===== config.mk =====
export PLATFORM = sky130hd
export DESIGN_NAME = dbpf_host
export DESIGN_NICKNAME = d
export VERILOG_FILES = /design/src/rtl/dbpf_pkg.sv /design/src/rtl/dbpf_host.sv
export SDC_FILE = /design/constraint.sdc
export NUM_CORES = 1
export LEC_CHECK = 0
export BUFFER_PORTS_ARGS = -buffer_cell sky130_fd_sc_hd__buf_2
export CAP_MARGIN = 20
export CORE_UTILIZATION = 59
export DETAILED_ROUTE_END_ITERATION = 10
export PLACE_DENSITY = 0.83
export SYNTH_ARGS = -nofsm -noshare
export SYNTH_HDL_FRONTEND = slang
export SYNTH_SLANG_ARGS = --single-unit

===== constraint.sdc =====
create_clock -name I_CORE_CLK -period 2.8 [get_ports I_CORE_CLK]
set_input_delay 0.42 -clock I_CORE_CLK [delete_from_list [all_inputs] [get_ports I_CORE_CLK]]
set_output_delay 0.42 -clock I_CORE_CLK [all_outputs]
set_load 0.05 [all_outputs]

===== src/rtl/dbpf_pkg.sv =====
package dbpf_pkg;
    // ------------------------------------------------------------------
    // Register map of the controller
    // ------------------------------------------------------------------
    localparam logic [3:0] OFS_CTRL = 4'h0;
    localparam logic [3:0] OFS_ADDR = 4'h4;
    localparam logic [3:0] OFS_WDATA = 4'h8;
    localparam logic [3:0] OFS_RDATA = 4'hc;
    localparam logic [3:0] OFS_STAT = 4'h0;
    localparam int CTRL_GO_BIT = 0;
    localparam int CTRL_WR_BIT = 1;
    localparam int CTRL_RST_BIT = 2;
    localparam int CTRL_WP_BIT = 3;
    localparam int CTRL_ACC_BIT = 4;
    localparam int CTRL_DESEL_BIT = 5;
    localparam int CTRL_PAGE_BIT = 6;
    localparam int STAT_BUSY_BIT = 0;
    localparam int STAT_RDY_BIT = 1;
    localparam int STAT_POLL_BIT = 2;
    localparam int STAT_TOG1_BIT = 3;
    localparam int STAT_TOG2_BIT = 4;
    localparam int STAT_LOCK_BIT = 5;
    localparam logic [31:0] CTRL_RESET = 32'h0000_0000;
    localparam int ADDR_W = 21;
    localparam int DATA_W = 16;
    localparam int PAGE_WORDS = 4;
    localparam int POLL_BIT = 7;
    localparam int TOG1_BIT = 6;
    localparam int TOG2_BIT = 2;
    // ------------------------------------------------------------------
    // Pin timing
    // ------------------------------------------------------------------
    localparam int CLK_MHZ = 100;
    localparam int T_RANDOM_NS = 100;
    localparam int T_PAGE_NS = 40;
    localparam int T_WRITE_NS = 40;
    localparam int T_RESET_NS = 500;
    localparam int CYC_RANDOM = (T_RANDOM_NS * CLK_MHZ + 999) / 1000;
    localparam int CYC_PAGE = (T_PAGE_NS * CLK_MHZ + 999) / 1000;
    localparam int CYC_WRITE = (T_WRITE_NS * CLK_MHZ + 999) / 1000;
    localparam int CYC_RESET = (T_RESET_NS * CLK_MHZ + 999) / 1000;

    typedef enum logic [4:0] {
        ST_IDLE = 5'b00001,
        ST_READ = 5'b00010,
        ST_WRITE = 5'b00100,
        ST_RESET = 5'b01000,
        ST_DONE = 5'b10000
    } dbpf_state_t;

    typedef struct packed {
        logic ce_n;
        logic we_n;
        logic oe_n;
        logic reset_n;
        logic wp_n;
        logic acc;
    } dbpf_ctl_t;
endpackage : dbpf_pkg


===== src/rtl/dbpf_host.sv =====
`timescale 1ns/1ps
module dbpf_host #(
    parameter int ADDR_W = dbpf_pkg::ADDR_W,
    parameter int DATA_W = dbpf_pkg::DATA_W
) (
    input wire logic I_CORE_CLK,
    input wire logic I_RST_B,
    input wire logic [3:0] I_AVS_ADDRESS,
    input wire logic I_AVS_READ,
    input wire logic I_AVS_WRITE,
    input wire logic [31:0] I_AVS_WRITEDATA,
    output logic [31:0] O_AVS_READDATA,
    output logic O_AVS_WAITREQUEST,
    output logic [ADDR_W-1:0] O_FL_ADDR,
    output logic [DATA_W-1:0] O_FL_DQ,
    output logic O_FL_DQ_OE,
    input wire logic [DATA_W-1:0] I_FL_DQ,
    output logic O_FL_CE_N,
    output logic O_FL_WE_N,
    output logic O_FL_OE_N,
    output logic O_FL_RESET_N,
    output logic O_FL_WP_N,
    output logic O_FL_ACC,
    input wire logic I_FL_DONE_N
);
    // ------------------------------------------------------------------
    // Register file
    // ------------------------------------------------------------------
    dbpf_pkg::dbpf_state_t state;
    dbpf_pkg::dbpf_state_t next_state;
    logic [31:0] ctrl;
    logic [ADDR_W-1:0] addr;
    logic [DATA_W-1:0] wdata;
    logic [DATA_W-1:0] rdata;
    logic [DATA_W-1:0] prev_rd;
    logic [DATA_W-1:0] dq_s1;
    logic [DATA_W-1:0] dq_s2;
    logic rdy_s1;
    logic rdy_s2;
    logic [7:0] cnt;
    logic [ADDR_W-1:0] last_page;
    logic page_valid;
    logic tog1;
    logic tog2;
    logic rd_ack;
    logic [7:0] we_low;
    logic [7:0] rst_low;
    wire busy = (state != dbpf_pkg::ST_IDLE);
    wire wr_ctrl = I_AVS_WRITE && (I_AVS_ADDRESS == dbpf_pkg::OFS_CTRL);
    wire wr_addr = I_AVS_WRITE && (I_AVS_ADDRESS == dbpf_pkg::OFS_ADDR);
    wire wr_wdata = I_AVS_WRITE && (I_AVS_ADDRESS == dbpf_pkg::OFS_WDATA);
    wire go = wr_ctrl && I_AVS_WRITEDATA[dbpf_pkg::CTRL_GO_BIT] && !busy;
    wire go_wr = I_AVS_WRITEDATA[dbpf_pkg::CTRL_WR_BIT];
    wire go_rst = I_AVS_WRITEDATA[dbpf_pkg::CTRL_RST_BIT];
    wire same_page = page_valid && I_AVS_WRITEDATA[dbpf_pkg::CTRL_PAGE_BIT]
                     && (addr[ADDR_W-1:2] == last_page[ADDR_W-1:2]);
    wire [7:0] rd_cycles = same_page ? 8'(dbpf_pkg::CYC_PAGE) : 8'(dbpf_pkg::CYC_RANDOM);
    wire [31:0] stat_word = {26'h0, rdata[dbpf_pkg::POLL_BIT], tog2, tog1,
                             rdata[dbpf_pkg::POLL_BIT], rdy_s2, busy};
    wire [31:0] rd_mux = (I_AVS_ADDRESS == dbpf_pkg::OFS_CTRL) ? stat_word :
                         (I_AVS_ADDRESS == dbpf_pkg::OFS_ADDR) ? 32'(addr) :
                         (I_AVS_ADDRESS == dbpf_pkg::OFS_WDATA) ? 32'(wdata) :
                         (I_AVS_ADDRESS == dbpf_pkg::OFS_RDATA) ? 32'(rdata) : 32'h0;

    // Reads wait one cycle so the registered data stand as waitrequest drops.
    wire rd_take = I_AVS_READ && !rd_ack;
    assign O_AVS_WAITREQUEST = rd_take;

    always_ff @(posedge I_CORE_CLK or negedge I_RST_B) begin
        if (!I_RST_B) begin
            O_AVS_READDATA <= 32'h0;
            rd_ack <= 1'b0;
        end else begin
            rd_ack <= rd_take;
            if (rd_take) begin
                O_AVS_READDATA <= rd_mux;
            end
        end
    end

    always_ff @(posedge I_CORE_CLK or negedge I_RST_B) begin
        if (!I_RST_B) begin
            ctrl <= dbpf_pkg::CTRL_RESET;
            addr <= '0;
            wdata <= '0;
        end else begin
            if (wr_ctrl && !busy) begin
                ctrl <= I_AVS_WRITEDATA;
            end
            if (wr_addr && !busy) begin
                addr <= I_AVS_WRITEDATA[ADDR_W-1:0];
            end
            if (wr_wdata && !busy) begin
                wdata <= I_AVS_WRITEDATA[DATA_W-1:0];
            end
        end
    end

    // ------------------------------------------------------------------
    // Pin synchronisers
    // ------------------------------------------------------------------
    always_ff @(posedge I_CORE_CLK or negedge I_RST_B) begin
        if (!I_RST_B) begin
            dq_s1 <= '0;
            dq_s2 <= '0;
            rdy_s1 <= 1'b1;
            rdy_s2 <= 1'b1;
        end else begin
            dq_s1 <= I_FL_DQ;
            dq_s2 <= dq_s1;
            rdy_s1 <= I_FL_DONE_N;
            rdy_s2 <= rdy_s1;
        end
    end

    // ------------------------------------------------------------------
    // Access sequencer
    // ------------------------------------------------------------------
    always_comb begin
        next_state = state;
        case (state)
            dbpf_pkg::ST_IDLE: begin
                if (go) begin
                    next_state = go_rst ? dbpf_pkg::ST_RESET :
                                 (go_wr ? dbpf_pkg::ST_WRITE : dbpf_pkg::ST_READ);
                end
            end
            dbpf_pkg::ST_READ: begin
                if (cnt == 8'h0) begin
                    next_state = dbpf_pkg::ST_DONE;
                end
            end
            dbpf_pkg::ST_WRITE: begin
                if (cnt == 8'h0) begin
                    next_state = dbpf_pkg::ST_DONE;
                end
            end
            dbpf_pkg::ST_RESET: begin
                if (cnt == 8'h0) begin
                    next_state = dbpf_pkg::ST_DONE;
                end
            end
            dbpf_pkg::ST_DONE: begin
                next_state = dbpf_pkg::ST_IDLE;
            end
            default: begin
                next_state = dbpf_pkg::ST_IDLE;
            end
        endcase
    end

    always_ff @(posedge I_CORE_CLK or negedge I_RST_B) begin
        if (!I_RST_B) begin
            state <= dbpf_pkg::ST_IDLE;
            cnt <= 8'h0;
        end else begin
            state <= next_state;
            if (state == dbpf_pkg::ST_IDLE && go) begin
                cnt <= go_rst ? 8'(dbpf_pkg::CYC_RESET - 1) :
                       (go_wr ? 8'(dbpf_pkg::CYC_WRITE + 1) : rd_cycles + 8'h1);
            end else if (cnt != 8'h0) begin
                cnt <= cnt - 8'h1;
            end
        end
    end

    always_ff @(posedge I_CORE_CLK or negedge I_RST_B) begin
        if (!I_RST_B) begin
            rdata <= '0;
            prev_rd <= '0;
            tog1 <= 1'b0;
            tog2 <= 1'b0;
            last_page <= '0;
            page_valid <= 1'b0;
        end else if (state == dbpf_pkg::ST_READ && cnt == 8'h0) begin
            rdata <= dq_s2;
            prev_rd <= dq_s2;
            tog1 <= dq_s2[dbpf_pkg::TOG1_BIT] ^ prev_rd[dbpf_pkg::TOG1_BIT];
            tog2 <= dq_s2[dbpf_pkg::TOG2_BIT] ^ prev_rd[dbpf_pkg::TOG2_BIT];
            last_page <= addr;
            page_valid <= 1'b1;
        end else if (state == dbpf_pkg::ST_WRITE || state == dbpf_pkg::ST_RESET) begin
            page_valid <= 1'b0;
        end
    end

    // ------------------------------------------------------------------
    // Flash pins
    // ------------------------------------------------------------------
    wire in_read = (state == dbpf_pkg::ST_READ);
    wire in_write = (state == dbpf_pkg::ST_WRITE);
    wire we_pulse = in_write && (cnt != 8'h0) && (cnt <= 8'(dbpf_pkg::CYC_WRITE));
    wire deselect = ctrl[dbpf_pkg::CTRL_DESEL_BIT] && !in_read && !in_write;

    always_ff @(posedge I_CORE_CLK or negedge I_RST_B) begin
        if (!I_RST_B) begin
            O_FL_ADDR <= '0;
            O_FL_DQ <= '0;
            O_FL_DQ_OE <= 1'b0;
            O_FL_CE_N <= 1'b1;
            O_FL_WE_N <= 1'b1;
            O_FL_OE_N <= 1'b1;
            O_FL_RESET_N <= 1'b1;
            O_FL_WP_N <= 1'b1;
            O_FL_ACC <= 1'b0;
        end else begin
            O_FL_ADDR <= addr;
            O_FL_DQ <= wdata;
            O_FL_DQ_OE <= in_write;
            O_FL_CE_N <= deselect || !(in_read || in_write);
            O_FL_WE_N <= !we_pulse;
            O_FL_OE_N <= !in_read;
            O_FL_RESET_N <= !(state == dbpf_pkg::ST_RESET);
            O_FL_WP_N <= !ctrl[dbpf_pkg::CTRL_WP_BIT];
            O_FL_ACC <= ctrl[dbpf_pkg::CTRL_ACC_BIT];
        end
    end

    // ------------------------------------------------------------------
    // Strobe width counters
    // ------------------------------------------------------------------
    always_ff @(posedge I_CORE_CLK or negedge I_RST_B) begin
        if (!I_RST_B) begin
            we_low <= 8'h0;
            rst_low <= 8'h0;
        end else begin
            we_low <= O_FL_WE_N ? 8'h0 : we_low + 8'h1;
            rst_low <= O_FL_RESET_N ? 8'h0 : rst_low + 8'h1;
        end
    end

    // ------------------------------------------------------------------
    // Checks
    // ------------------------------------------------------------------
    a_no_contention: assert property (@(posedge I_CORE_CLK) disable iff (!I_RST_B)
        !(O_FL_DQ_OE && !O_FL_OE_N)) else $error("Data driven while outputs enabled.");
    a_oe_only_read: assert property (@(posedge I_CORE_CLK) disable iff (!I_RST_B)
        !O_FL_OE_N |-> $past(in_read)) else $error("Output enable outside read.");
    a_we_needs_ce: assert property (@(posedge I_CORE_CLK) disable iff (!I_RST_B)
        !O_FL_WE_N |-> !O_FL_CE_N && O_FL_OE_N) else $error("Write strobe without select.");
    a_reset_pulse: assert property (@(posedge I_CORE_CLK) disable iff (!I_RST_B)
        $fell(O_FL_RESET_N) |-> !O_FL_RESET_N [*8]) else $error("Reset pulse too short.");
    a_wp_follow: assert property (@(posedge I_CORE_CLK) disable iff (!I_RST_B)
        ##1 (O_FL_WP_N == !$past(ctrl[dbpf_pkg::CTRL_WP_BIT])))
        else $error("Write protect pin wrong.");

    a_we_width: assert property (@(posedge I_CORE_CLK) disable iff (!I_RST_B)
        $rose(O_FL_WE_N) |-> we_low == 8'(dbpf_pkg::CYC_WRITE))
        else $error("Write strobe width wrong.");
    a_reset_width: assert property (@(posedge I_CORE_CLK) disable iff (!I_RST_B)
        $rose(O_FL_RESET_N) |-> rst_low == 8'(dbpf_pkg::CYC_RESET))
        else $error("Reset pulse width wrong.");
    a_read_one_wait: assert property (@(posedge I_CORE_CLK) disable iff (!I_RST_B)
        O_AVS_WAITREQUEST |=> !O_AVS_WAITREQUEST)
        else $error("Read wait longer than one cycle.");
    a_reset_quiet: assert property (@(posedge I_CORE_CLK) disable iff (!I_RST_B)
        !O_FL_RESET_N |-> O_FL_CE_N && O_FL_WE_N && O_FL_OE_N)
        else $error("Strobes active during pin reset.");
    a_oe_with_ce: assert property (@(posedge I_CORE_CLK) disable iff (!I_RST_B)
        !O_FL_OE_N |-> !O_FL_CE_N && O_FL_WE_N)
        else $error("Output enable without select.");
    a_drive_in_write: assert property (@(posedge I_CORE_CLK) disable iff (!I_RST_B)
        O_FL_DQ_OE |-> $past(in_write))
        else $error("Data driven outside write.");
    a_page_timing: assert property (@(posedge I_CORE_CLK) disable iff (!I_RST_B)
        go && !go_wr && !go_rst && same_page |=> cnt == 8'(dbpf_pkg::CYC_PAGE + 1))
        else $error("Page read length wrong.");
    a_random_timing: assert property (@(posedge I_CORE_CLK) disable iff (!I_RST_B)
        go && !go_wr && !go_rst && !same_page |=> cnt == 8'(dbpf_pkg::CYC_RANDOM + 1))
        else $error("Random read length wrong.");
    a_acc_follow: assert property (@(posedge I_CORE_CLK) disable iff (!I_RST_B)
        ##1 (O_FL_ACC == $past(ctrl[dbpf_pkg::CTRL_ACC_BIT])))
        else $error("Acceleration pin wrong.");
    cov_page_hit: cover property (@(posedge I_CORE_CLK) disable iff (!I_RST_B) go && same_page);
    cov_read_wait: cover property (@(posedge I_CORE_CLK) disable iff (!I_RST_B)
        $fell(O_AVS_WAITREQUEST));
    cov_read: cover property (@(posedge I_CORE_CLK) disable iff (!I_RST_B)
        in_read ##[1:20] state == dbpf_pkg::ST_DONE);
    cov_write: cover property (@(posedge I_CORE_CLK) disable iff (!I_RST_B) $fell(O_FL_WE_N));
    cov_reset: cover property (@(posedge I_CORE_CLK) disable iff (!I_RST_B) $fell(O_FL_RESET_N));
endmodule : dbpf_host


==> results of run 1 <==
==> stage by stage <==
stage               hold WS, ns  util, %  cell area [um2]  std cells
floorplan                 0.124        -             7190        495
global placement          0.332     67.5             7840        730
detailed placement        0.336     67.5             7840        730
CTS                      0.0216     72.9             8460        762
global route             0.0491     72.9             8460        762
finish                 -0.00451     72.9             8460        762
==> critical path, stage by stage (launching register included) <==
cell and delay [ns]:
sky130_fd_sc_hd__dfrtp_1 0.44, sky130_fd_sc_hd__nor4_4 0.37, sky130_fd_sc_hd__and3_1 0.47, sky130_fd_sc_hd__nand2_4 0.41, sky130_fd_sc_hd__mux2_2 0.43
==> flip-flops by register name, summed over array words and instances, names as in the netlist, 2 cells and up <==
signal / flops
dq_s2: 16
addr: 21
wdata: 16
cnt: 8
dq_s1: 16
prev_rd: 16
last_page: 19
O_FL_DQ: 16
O_AVS_READDATA: 21
O_FL_ADDR: 21
ctrl: 2
state: 5
==> layout make-up <==
cell class / count / share of cell area, %
clock buffers: 17 / 5.03
clock inverters: 15 / 2.35
inverters: 8 / 0.355
multi-input cells: 268 / 26.1
flip-flops and latches: 190 / 56.3
well taps: 143 / 2.11
repair buffers: 121 / 7.70
==> cell usage after synthesis, types with 6 or more instances <==
library cell,number,area [um2]
sky130_fd_sc_hd__dfrtp_1,182,4550
sky130_fd_sc_hd__mux2_2,79,890
sky130_fd_sc_hd__nand2_1,27,101
sky130_fd_sc_hd__o21ai_0,19,95.1
sky130_fd_sc_hd__xor2_1,19,166
sky130_fd_sc_hd__nor2_1,14,52.6
sky130_fd_sc_hd__a22o_1,12,105
sky130_fd_sc_hd__a22oi_1,12,90.1
sky130_fd_sc_hd__buf_4,11,82.6
sky130_fd_sc_hd__buf_2,8,40.0
sky130_fd_sc_hd__dfstp_2,8,210
sky130_fd_sc_hd__inv_1,8,30.0
sky130_fd_sc_hd__xnor2_1,8,70.1
sky130_fd_sc_hd__nor4_1,7,43.8
sky130_fd_sc_hd__mux2_4,6,90.1
sky130_fd_sc_hd__nand3_1,6,30.0
==> power breakdown <==
part,switching [uW],total (uW),internal [uW]
sequential,351,3520,3170
clock,1100,2540,1440
combinational,1140,1660,521
total,2600,7730,5130
==> routing by layer <==
layer	GRT usage, %	routed length (um)	share of wire (%)
met5	0	0	0
met4	8.36	295	1.9
met3	7.34	980	6.4
met2	44.6	7920	52
met1	33.6	6010	40
==> worst max-delay path by stage <==
stage	endpoint	cells past startpoint	start	slack, ns
floorplan	prev_rd[10]$_DFFE_PN0P_	7	cnt[6]$_DFFE_PN0P_	1.01
finish	last_page[11]$_DFFE_PN0P_	4	cnt[6]$_DFFE_PN0P_	0.54
CTS	last_page[11]$_DFFE_PN0P_	4	cnt[6]$_DFFE_PN0P_	0.54
global route	last_page[11]$_DFFE_PN0P_	4	cnt[4]$_DFFE_PN0P_	0.47
detailed placement	prev_rd[11]$_DFFE_PN0P_	4	cnt[6]$_DFFE_PN0P_	0.58
global placement	prev_rd[10]$_DFFE_PN0P_	4	cnt[6]$_DFFE_PN0P_	0.65
==> kinds of logic after synthesis <==
kind of cell             synth area share [%]
AO/OA/AOI/OAI                            5.76
XOR/XNOR                                 3.31
buffers and inverters                    2.99
multiplexers                             14.8
adder cells (fa/ha/maj)                 0.350
flip-flops                               66.6
other                                  0.0524
AND/OR/NAND/NOR                          6.14
==> summary.md, run 1 <==
### Clock network
• buffer levels on the longest clock path: 2
• clock network latency to the later pin of the worst-skew pair: 0.43 ns
• clock root buffer: sky130_fd_sc_hd__clkbuf_16
• number of levels the H-tree was split into: 4
• Clock Sink Count: 190
• # Post-CTS Setup Buffers: 0
• number of gates resized after cts: 0
• post-cts hold buffer count: 0
• CTS clock-pin slew for the worst setup and hold paths: 0.07 ns
• CTS buffer count: 17
• TritonCTS clock tree: done

### Logic synthesis
• synth warn: 0
• sequential-to-total area share from yosys stat: 66.6%
• post-synthesis cell count: 485
• syn avg cell area: 14.7 um2
• EDFF count, synth: 0
• total standard cell area after synthesis: 7150 um2
• top_reg_cell synth: sky130_fd_sc_hd__dfrtp_1
• synth unique cells: 45
• number of synthesized register bits: 190
• Async S/R FF share, synth: 100%

### Power and ir drop
• total power divided by cell area: 914 nW/um2
• maximum resistive drop on vdd: 465 uV
• leakage component of the power: 0.00424 uW
• Final Power: 7730 uW

### STA
• max frequency: 443 MHz
• setup repair after global routing missed its margin: no
• total negative slack: 0 ns
• number of hold violations in the final report: 3
• skew final: 0.00798 ns
• Fin Hold WS: -0.00451 ns
• worst rel slew slack: 55.0%
• minimum setup slack in the final design: 0.541 ns
• fin. max-slew vios: 0
• shortest clock period the worst path allows after layout: 2.26 ns
• Worst-Margin Slew: 0.666 ns
• # setup viols final: 0
• Final period util: 80.7%

### Finish
• share of post-route cells with drive strength above 1: 41.2%
• total inserted antenna cells: 0
• filler cell count: 714
• flip-flop and latch area: 4760 um2
• most used cells in the layout excluding fill and tap cells: sky130_fd_sc_hd__dfrtp_1 (182), sky130_fd_sc_hd__buf_2 (110), sky130_fd_sc_hd__mux2_2 (79)
• most common library cell in the layout ignoring fill and taps: sky130_fd_sc_hd__dfrtp_1
• Final #Nets: 665
• signed area change from the synthesized netlist to the final layout: 18.3%
• area of the multi-input gates: 2210 um2

### Min path
• classification of the worst-slack hold path: in2async

### Floorplan
• vertical die dimension: 112 um
• std cell rows: 39
• Core Region: 11600 um2
• Initial Utilization: 61.6%
• die area: 12600 um2
• Die X-Extent: 112 um
• I/O pins: 134

### Placed design
• Setup WS pre-CTS: 0.578 ns
• final RePlAce weighted congestion: 0.847
• quantity of I/O buffers inserted on ports: 111
• half-perimeter wire length of the detailed placement result: 9830 um

### Setup path
• FF-to-FF End: last_page[11]$_DFFE_PN0P_
• Critical Path RT: 3.11 ns
• R2R setup slack: 0.54 ns
• type of element launching the critical path: flip-flop
• Crit. End Element: flip-flop
• data arrival at the endpoint of the critical path: 2.57 ns
• count of cells along the worst register-to-register path: 4
• CP Max Fanout: 39
• critical register-to-register path startpoint: cnt[6]$_DFFE_PN0P_
• critical path start-end classification: reg2reg

### GRT
• maximum number of pins on one net before global-route repair: 78
• initial antenna violation count: 0
• GR Overflow Total: 0
• global-route total usage across every layer: 26.5%
• global-route wire length before repair: 25000 um
• via count of the first global-routing pass: 4787

### Drt
• via/cell ratio: 5.74
• routed wirelength normalized by instance count: 20.0 um
• number of vias in the routed layout: 4374
• residual DRC count: 9
• routed wire length: 15200 um
• DRT Pass-1 Iters: 8
• DR iter-0 viols: 240
• Routed Antenna Nets: 0

### Outcome
• run status: finished with violations
• violated checks: DRC, hold timing

### Run
• reported max-cap violation count: 0

Note: power is estimated with default switching activity, not from simulation.
==> inputs of run 2 (changes only) <==
--- a/config.mk
+++ b/config.mk
@@ -7,9 +7,9 @@
 export LEC_CHECK = 0
 export BUFFER_PORTS_ARGS = -buffer_cell sky130_fd_sc_hd__buf_2
 export CAP_MARGIN = 20
-export CORE_UTILIZATION = 59
+export CORE_UTILIZATION = 55
 export DETAILED_ROUTE_END_ITERATION = 10
-export PLACE_DENSITY = 0.83
+export PLACE_DENSITY = 0.78
 export SYNTH_ARGS = -nofsm -noshare
 export SYNTH_HDL_FRONTEND = slang
 export SYNTH_SLANG_ARGS = --single-unit
==> constraint.sdc (replaced) <==
create_clock -name I_CORE_CLK -period 2.2 [get_ports I_CORE_CLK]
set_input_delay 0.33 -clock I_CORE_CLK [delete_from_list [all_inputs] [get_ports I_CORE_CLK]]
set_output_delay 0.33 -clock I_CORE_CLK [all_outputs]
set_load 0.05 [all_outputs]
==> run 2 against run 1 <==
Net effect:
- the flow now finishes without violations
- highest routed layer unchanged
- first-iteration DRC count increased by 8.3%
- sequential share of layout area fell by 1.6 points
- worst hold slack improved by 0.14 ns
==> summary.md, run 2 (synthesis results as in run 1) <==
### Outcome
• run status: finished, final reports clean

### Drt
• residual DRC count: 0
• routed wire length: 15000 um
• routed wirelength normalized by instance count: 18.4 um
• DR iter-0 viols: 260
• via/cell ratio: 5.33
• DRT Pass-1 Iters: 4
• Routed Antenna Nets: 0
• number of vias in the routed layout: 4342

### Setup path
• data arrival at the endpoint of the critical path: 2.29 ns
• type of element launching the critical path: flip-flop
• Crit. End Element: flip-flop
• CP Max Fanout: 8
• critical path start-end classification: reg2reg
• Critical Path RT: 2.52 ns

### STA
• Worst-Margin Slew: 0.732 ns
• worst rel slew slack: 50.8%
• Final period util: 89.6%
• number of hold violations in the final report: 0
• # setup viols final: 0
• setup repair after global routing missed its margin: no
• total negative slack: 0 ns
• shortest clock period the worst path allows after layout: 1.97 ns
• fin. max-slew vios: 0
• skew final: 0.00985 ns
• minimum setup slack in the final design: 0.229 ns
• max frequency: 507 MHz

### Placed design
• number of instances in the placed design: 764
• final RePlAce weighted congestion: 0.839
• cell area after placement: 7940 um2
• Setup WS pre-CTS: 0.302 ns
• quantity of I/O buffers inserted on ports: 111
• half-perimeter wire length of the detailed placement result: 9970 um

### GRT
• GR Overflow Total: 0
• initial antenna violation count: 0
• global-route wire length before repair: 24100 um
• global-route total usage across every layer: 24.7%
• maximum number of pins on one net before global-route repair: 64
• via count of the first global-routing pass: 4604

### Finish
• leading registers by flop count: O_AVS_READDATA x21, O_FL_ADDR x21, addr x21
• flip-flop and latch area: 4760 um2
• signed area change from the synthesized netlist to the final layout: 21.7%
• share of post-route cells with drive strength above 1: 40.0%
• most common library cell in the layout ignoring fill and taps: sky130_fd_sc_hd__dfrtp_1
• filler cell count: 910
• final instance area: 8700 um2
• most used cells in the layout excluding fill and tap cells: sky130_fd_sc_hd__dfrtp_1 (182), sky130_fd_sc_hd__buf_2 (110), sky130_fd_sc_hd__mux2_2 (79)
• Final #Nets: 688
• total inserted antenna cells: 0
• area of the multi-input gates: 2210 um2
• Layout Cells excl Fill: 814

### Power and ir drop
• total power divided by cell area: 1110 nW/um2
• maximum resistive drop on vdd: 462 uV
• leakage component of the power: 0.00434 uW

### Floorplan
• Core Region: 12700 um2
• I/O pins: 134
• vertical die dimension: 116 um
• die area: 13500 um2
• Die X-Extent: 116 um
• std cell rows: 41
• Initial Utilization: 56.4%

### Clock network
• number of levels the H-tree was split into: 4
• Clock Sink Count: 190
• CTS clock-pin slew for the worst setup and hold paths: 0.06 ns
• # Post-CTS Setup Buffers: 0
• clock network latency to the later pin of the worst-skew pair: 0.43 ns
• clock root buffer: sky130_fd_sc_hd__clkbuf_16
• TritonCTS clock tree: done
• CTS buffer count: 17
• buffer levels on the longest clock path: 2

### Run
• reported max-cap violation count: 0

### Min path
• classification of the worst-slack hold path: in2reg

[run 2: changes by cell type in the layout (fill, tap and decap cells not counted), moves of 2 or more]
cell / previous run / this run
sky130_fd_sc_hd__buf_12: 1 / 3
sky130_fd_sc_hd__buf_4: 9 / 12
sky130_fd_sc_hd__clkbuf_1: 0 / 3
sky130_fd_sc_hd__clkbuf_8: 1 / 4
sky130_fd_sc_hd__clkinv_2: 0 / 3
sky130_fd_sc_hd__dlygate4sd3_1: 0 / 18
sky130_fd_sc_hd__inv_6: 6 / 1
sky130_fd_sc_hd__inv_8: 3 / 0
[run 2: layer usage]
metal  track usage (%)  part of all wire, %  vias to the layer above  wire length (um)
met3              6.54                  3.8                       21               572
met5                 0                    0                        -                 0
met1              31.9                   44                     2232              6590
met2              40.2                   51                      112              7560
li1                  -                    -                     1977                 -
met4              9.57                  1.6                        0               246
[run 2: metrics by stage]
stage | hold WS, ns | total power (uW) | util (%)
detailed placement | 0.336 | 6660 | 62.6
floorplan | 0.0344 | 6000 | -
CTS | 0.00185 | 9700 | 68.5
finish | 0.133 | 9670 | 68.7
global route | 0.121 | 10100 | 68.7
global placement | 0.331 | 6560 | 62.6
[run 2: timing repair]
| item | CTS | global route |
|---|---|---|
| setup endpoints to repair | 0 | 0 |
| resized for setup | 0 | 0 |
| hold buffers | 16 | 2 |
| endpoints found under the hold margin | 67 | 2 |
[run 2: area by class of cell]
class / count / share of cell area (%)
flip-flops and latches: 190 / 54.8
multi-input cells: 268 / 25.4
repair buffers: 144 / 10.3
clock buffers: 23 / 5.49
well taps: 172 / 2.47
clock inverters: 9 / 1.24
inverters: 8 / 0.345
[run 2: worst max-delay path, cell delays in order, from the launching register on]
cell and delay [ns]:
sky130_fd_sc_hd__dfrtp_1 0.44, sky130_fd_sc_hd__nor2_1 0.27, sky130_fd_sc_hd__and3_1 0.39, sky130_fd_sc_hd__and4_1 0.42
sky130_fd_sc_hd__nor3_1 0.11, sky130_fd_sc_hd__a31o_2 0.23
[run 2: path summary, 6_finish.rpt]
kind / from / end / slack (ns) / cells past startpoint
max: state[3]$_DFFE_PN0P_ / cnt[3]$_DFFE_PN0P_ / 0.23 / 5
min in group asynchronous: I_RST_B / dq_s1[0]$_DFF_PN0_ / 0.46 / 2
min reg2reg: dq_s1[8]$_DFF_PN0_ / dq_s2[8]$_DFF_PN0_ / 0.35 / 0
max reg2reg: state[3]$_DFFE_PN0P_ / cnt[3]$_DFFE_PN0P_ / 0.23 / 5
min: I_AVS_WRITEDATA[17] / addr[17]$_DFFE_PN0P_ / 0.13 / 2
max in group asynchronous: I_RST_B / O_FL_WP_N$_DFF_PN1_ / 1.06 / 3
[run 2: power breakdown]
group / switching, uW / leakage (uW) / internal, uW
Sequential: 447 / 0.00242 / 4040
Clock: 1270 / 0.000284 / 1760
Combinational: 1460 / 0.00164 / 690
Total: 3170 / 0.00434 / 6490
==> inputs of run 3 (changes only) <==
--- a/config.mk
+++ b/config.mk
@@ -7,9 +7,10 @@
 export LEC_CHECK = 0
 export BUFFER_PORTS_ARGS = -buffer_cell sky130_fd_sc_hd__buf_2
 export CAP_MARGIN = 20
-export CORE_UTILIZATION = 55
+export CORE_MARGIN = 2
+export CORE_UTILIZATION = 30
 export DETAILED_ROUTE_END_ITERATION = 10
-export PLACE_DENSITY = 0.78
+export PLACE_DENSITY = 0.47
 export SYNTH_ARGS = -nofsm -noshare
 export SYNTH_HDL_FRONTEND = slang
 export SYNTH_SLANG_ARGS = --single-unit
==> constraint.sdc (replaced) <==
create_clock -name I_CORE_CLK -period 2.2 [get_ports I_CORE_CLK]
set_input_delay 0.44 -clock I_CORE_CLK [delete_from_list [all_inputs] [get_ports I_CORE_CLK]]
set_output_delay 0.44 -clock I_CORE_CLK [all_outputs]
set_load 0.05 [all_outputs]
==> run 3 against run 2 <==
Net effect:
- the flow now finishes with violations (hold timing)
- via count down 2.4%
- setup slack lost 0.011 ns
- worst hold slack got worse by 0.17 ns
- sequential power shrank 0.9%
- clock skew grew 0.0056 ns
- largest power group unchanged
==> summary.md, run 3 (synthesis results as in run 1) <==
### Outcome
• run status: finished with violations
• violated checks: hold timing

### STA
• shortest clock period the worst path allows after layout: 1.98 ns
• Worst-Margin Slew: 0.776 ns
• fin. max-slew vios: 0
• number of hold violations in the final report: 14
• skew final: 0.0154 ns
• Final period util: 90.1%
• worst rel slew slack: 47.5%
• Fin Hold WS: -0.0328 ns
• max frequency: 504 MHz
• # setup viols final: 0
• setup repair after global routing missed its margin: no
• total negative slack: 0 ns

### Drt
• routed wirelength normalized by instance count: 17.2 um
• top sig layer: met5
• number of vias in the routed layout: 4236
• DR WL met2: 8120 um
• Routed Antenna Nets: 0
• residual DRC count: 0
• met3 routed wirelength: 653 um
• DRT Pass-1 Iters: 5
• DR iter-0 viols: 174
• via/cell ratio: 4.44
• routed wire length: 16400 um
• DRT met1 WL: 7360 um

### Finish
• Final #Nets: 680
• most common library cell in the layout ignoring fill and taps: sky130_fd_sc_hd__dfrtp_1
• filler cell count: 2253
• signed area change from the synthesized netlist to the final layout: 23.2%
• total inserted antenna cells: 0
• Layout Cells excl Fill: 953
• leading registers by flop count: O_AVS_READDATA x21, O_FL_ADDR x21, addr x21
• most used cells in the layout excluding fill and tap cells: sky130_fd_sc_hd__dfrtp_1 (182), sky130_fd_sc_hd__buf_2 (110), sky130_fd_sc_hd__mux2_2 (79)
• final instance area: 8810 um2
• share of post-route cells with drive strength above 1: 42.6%
• final cell utilization of the core: 37.5%

### Clock network
• number of levels the H-tree was split into: 4
• CTS clock-pin slew for the worst setup and hold paths: 0.07 ns
• number of gates resized after cts: 0
• clock network latency to the later pin of the worst-skew pair: 0.44 ns
• Clock Sink Count: 190
• post-cts hold buffer count: 0
• # Post-CTS Setup Buffers: 0
• clock root buffer: sky130_fd_sc_hd__clkbuf_16
• buffer levels on the longest clock path: 2
• CTS buffer count: 17
• TritonCTS clock tree: done

### GRT
• global-route wire length before repair: 25500 um
• GR Overflow Total: 0
• maximum number of pins on one net before global-route repair: 58
• global-route total usage across every layer: 13.6%
• via count of the first global-routing pass: 4456
• initial antenna violation count: 1

### Placed design
• cell area after placement: 8190 um2
• quantity of I/O buffers inserted on ports: 111
• number of instances in the placed design: 921
• half-perimeter wire length of the detailed placement result: 11700 um
• final RePlAce weighted congestion: 0.751

### Setup path
• Crit. End Element: primary output
• critical register-to-register path startpoint: state[3]$_DFFE_PN0P_
• R2R setup slack: 0.27 ns
• Critical Path RT: 1.76 ns
• data arrival at the endpoint of the critical path: 1.54 ns
• launching instance or port of the critical path: rd_ack$_DFF_PN0_
• count of cells along the worst register-to-register path: 5
• type of element launching the critical path: flip-flop
• critical path start-end classification: reg2out
• CP Max Fanout: 5
• termination of the worst setup path: O_AVS_WAITREQUEST
• FF-to-FF End: cnt[3]$_DFFE_PN0P_

### Floorplan
• Die X-Extent: 158 um
• vertical die dimension: 158 um
• Core Region: 23500 um2
• die area: 25100 um2
• Initial Utilization: 30.5%
• I/O pins: 134
• std cell rows: 56

### Power and ir drop
• maximum resistive drop on vdd: 481 uV
• leakage component of the power: 0.00432 uW
• total power divided by cell area: 1110 nW/um2

### Run
• reported max-cap violation count: 0

### Min path
• classification of the worst-slack hold path: in2async

-- run 3: report_power, final --
group	internal, uW	leakage [uW]	total (uW)	switching, uW
sequential	4030	0.00242	4440	405
clock	1750	0.000292	3180	1430
combinational	705	0.00161	2200	1490
total	6490	0.00432	9810	3320
-- run 3: routing by layer --
| metal | vias up | GRT usage, % |
|---|---|---|
| met5 | - | 0 |
| met4 | 2 | 4.38 |
| met3 | 15 | 3.38 |
| met2 | 87 | 22.3 |
| met1 | 2171 | 17.8 |
| li1 | 1961 | - |
-- run 3: final cells by class --
class	instances	area (um2)	area share (%)
Clock buffer	18	439	4.99
Clock inverter	14	176	2.00
Inverter	8	30.0	0.341
Multi-Input combinational cell	268	2210	25.1
Sequential cell	190	4760	54.1
Tap cell	319	399	4.53
Timing Repair Buffer	136	790	8.96
-- run 3: worst min path at each step --
stage | from | end | slack (ns)
floorplan | I_RST_B | O_AVS_READDATA[0]$_DFFE_PN0P_ | 0.14
global placement | dq_s1[9]$_DFF_PN0_ | dq_s2[9]$_DFF_PN0_ | 0.33
detailed placement | dq_s1[0]$_DFF_PN0_ | dq_s2[0]$_DFF_PN0_ | 0.33
CTS | I_RST_B | O_AVS_READDATA[17]$_DFFE_PN0P_ | 0.002
global route | I_RST_B | O_FL_ADDR[16]$_DFF_PN0_ | 0.005
finish | I_RST_B | O_FL_ADDR[16]$_DFF_PN0_ | -0.03
-- run 3: metrics by stage --
stage                     setup WS (ns)  total power, uW
after global placement            0.252             6680
after detailed placement          0.253             6730
after global routing              0.142            10300
final                             0.218             9810
after floorplan                   0.411             6000
after CTS                         0.186             9950
-- run 3: critical path, stage by stage, from the launching register on --
cell and delay [ns]:
sky130_fd_sc_hd__dfrtp_1 0.36, sky130_fd_sc_hd__nand2b_1 0.24, sky130_fd_sc_hd__inv_1 0.21, sky130_fd_sc_hd__buf_2 0.30
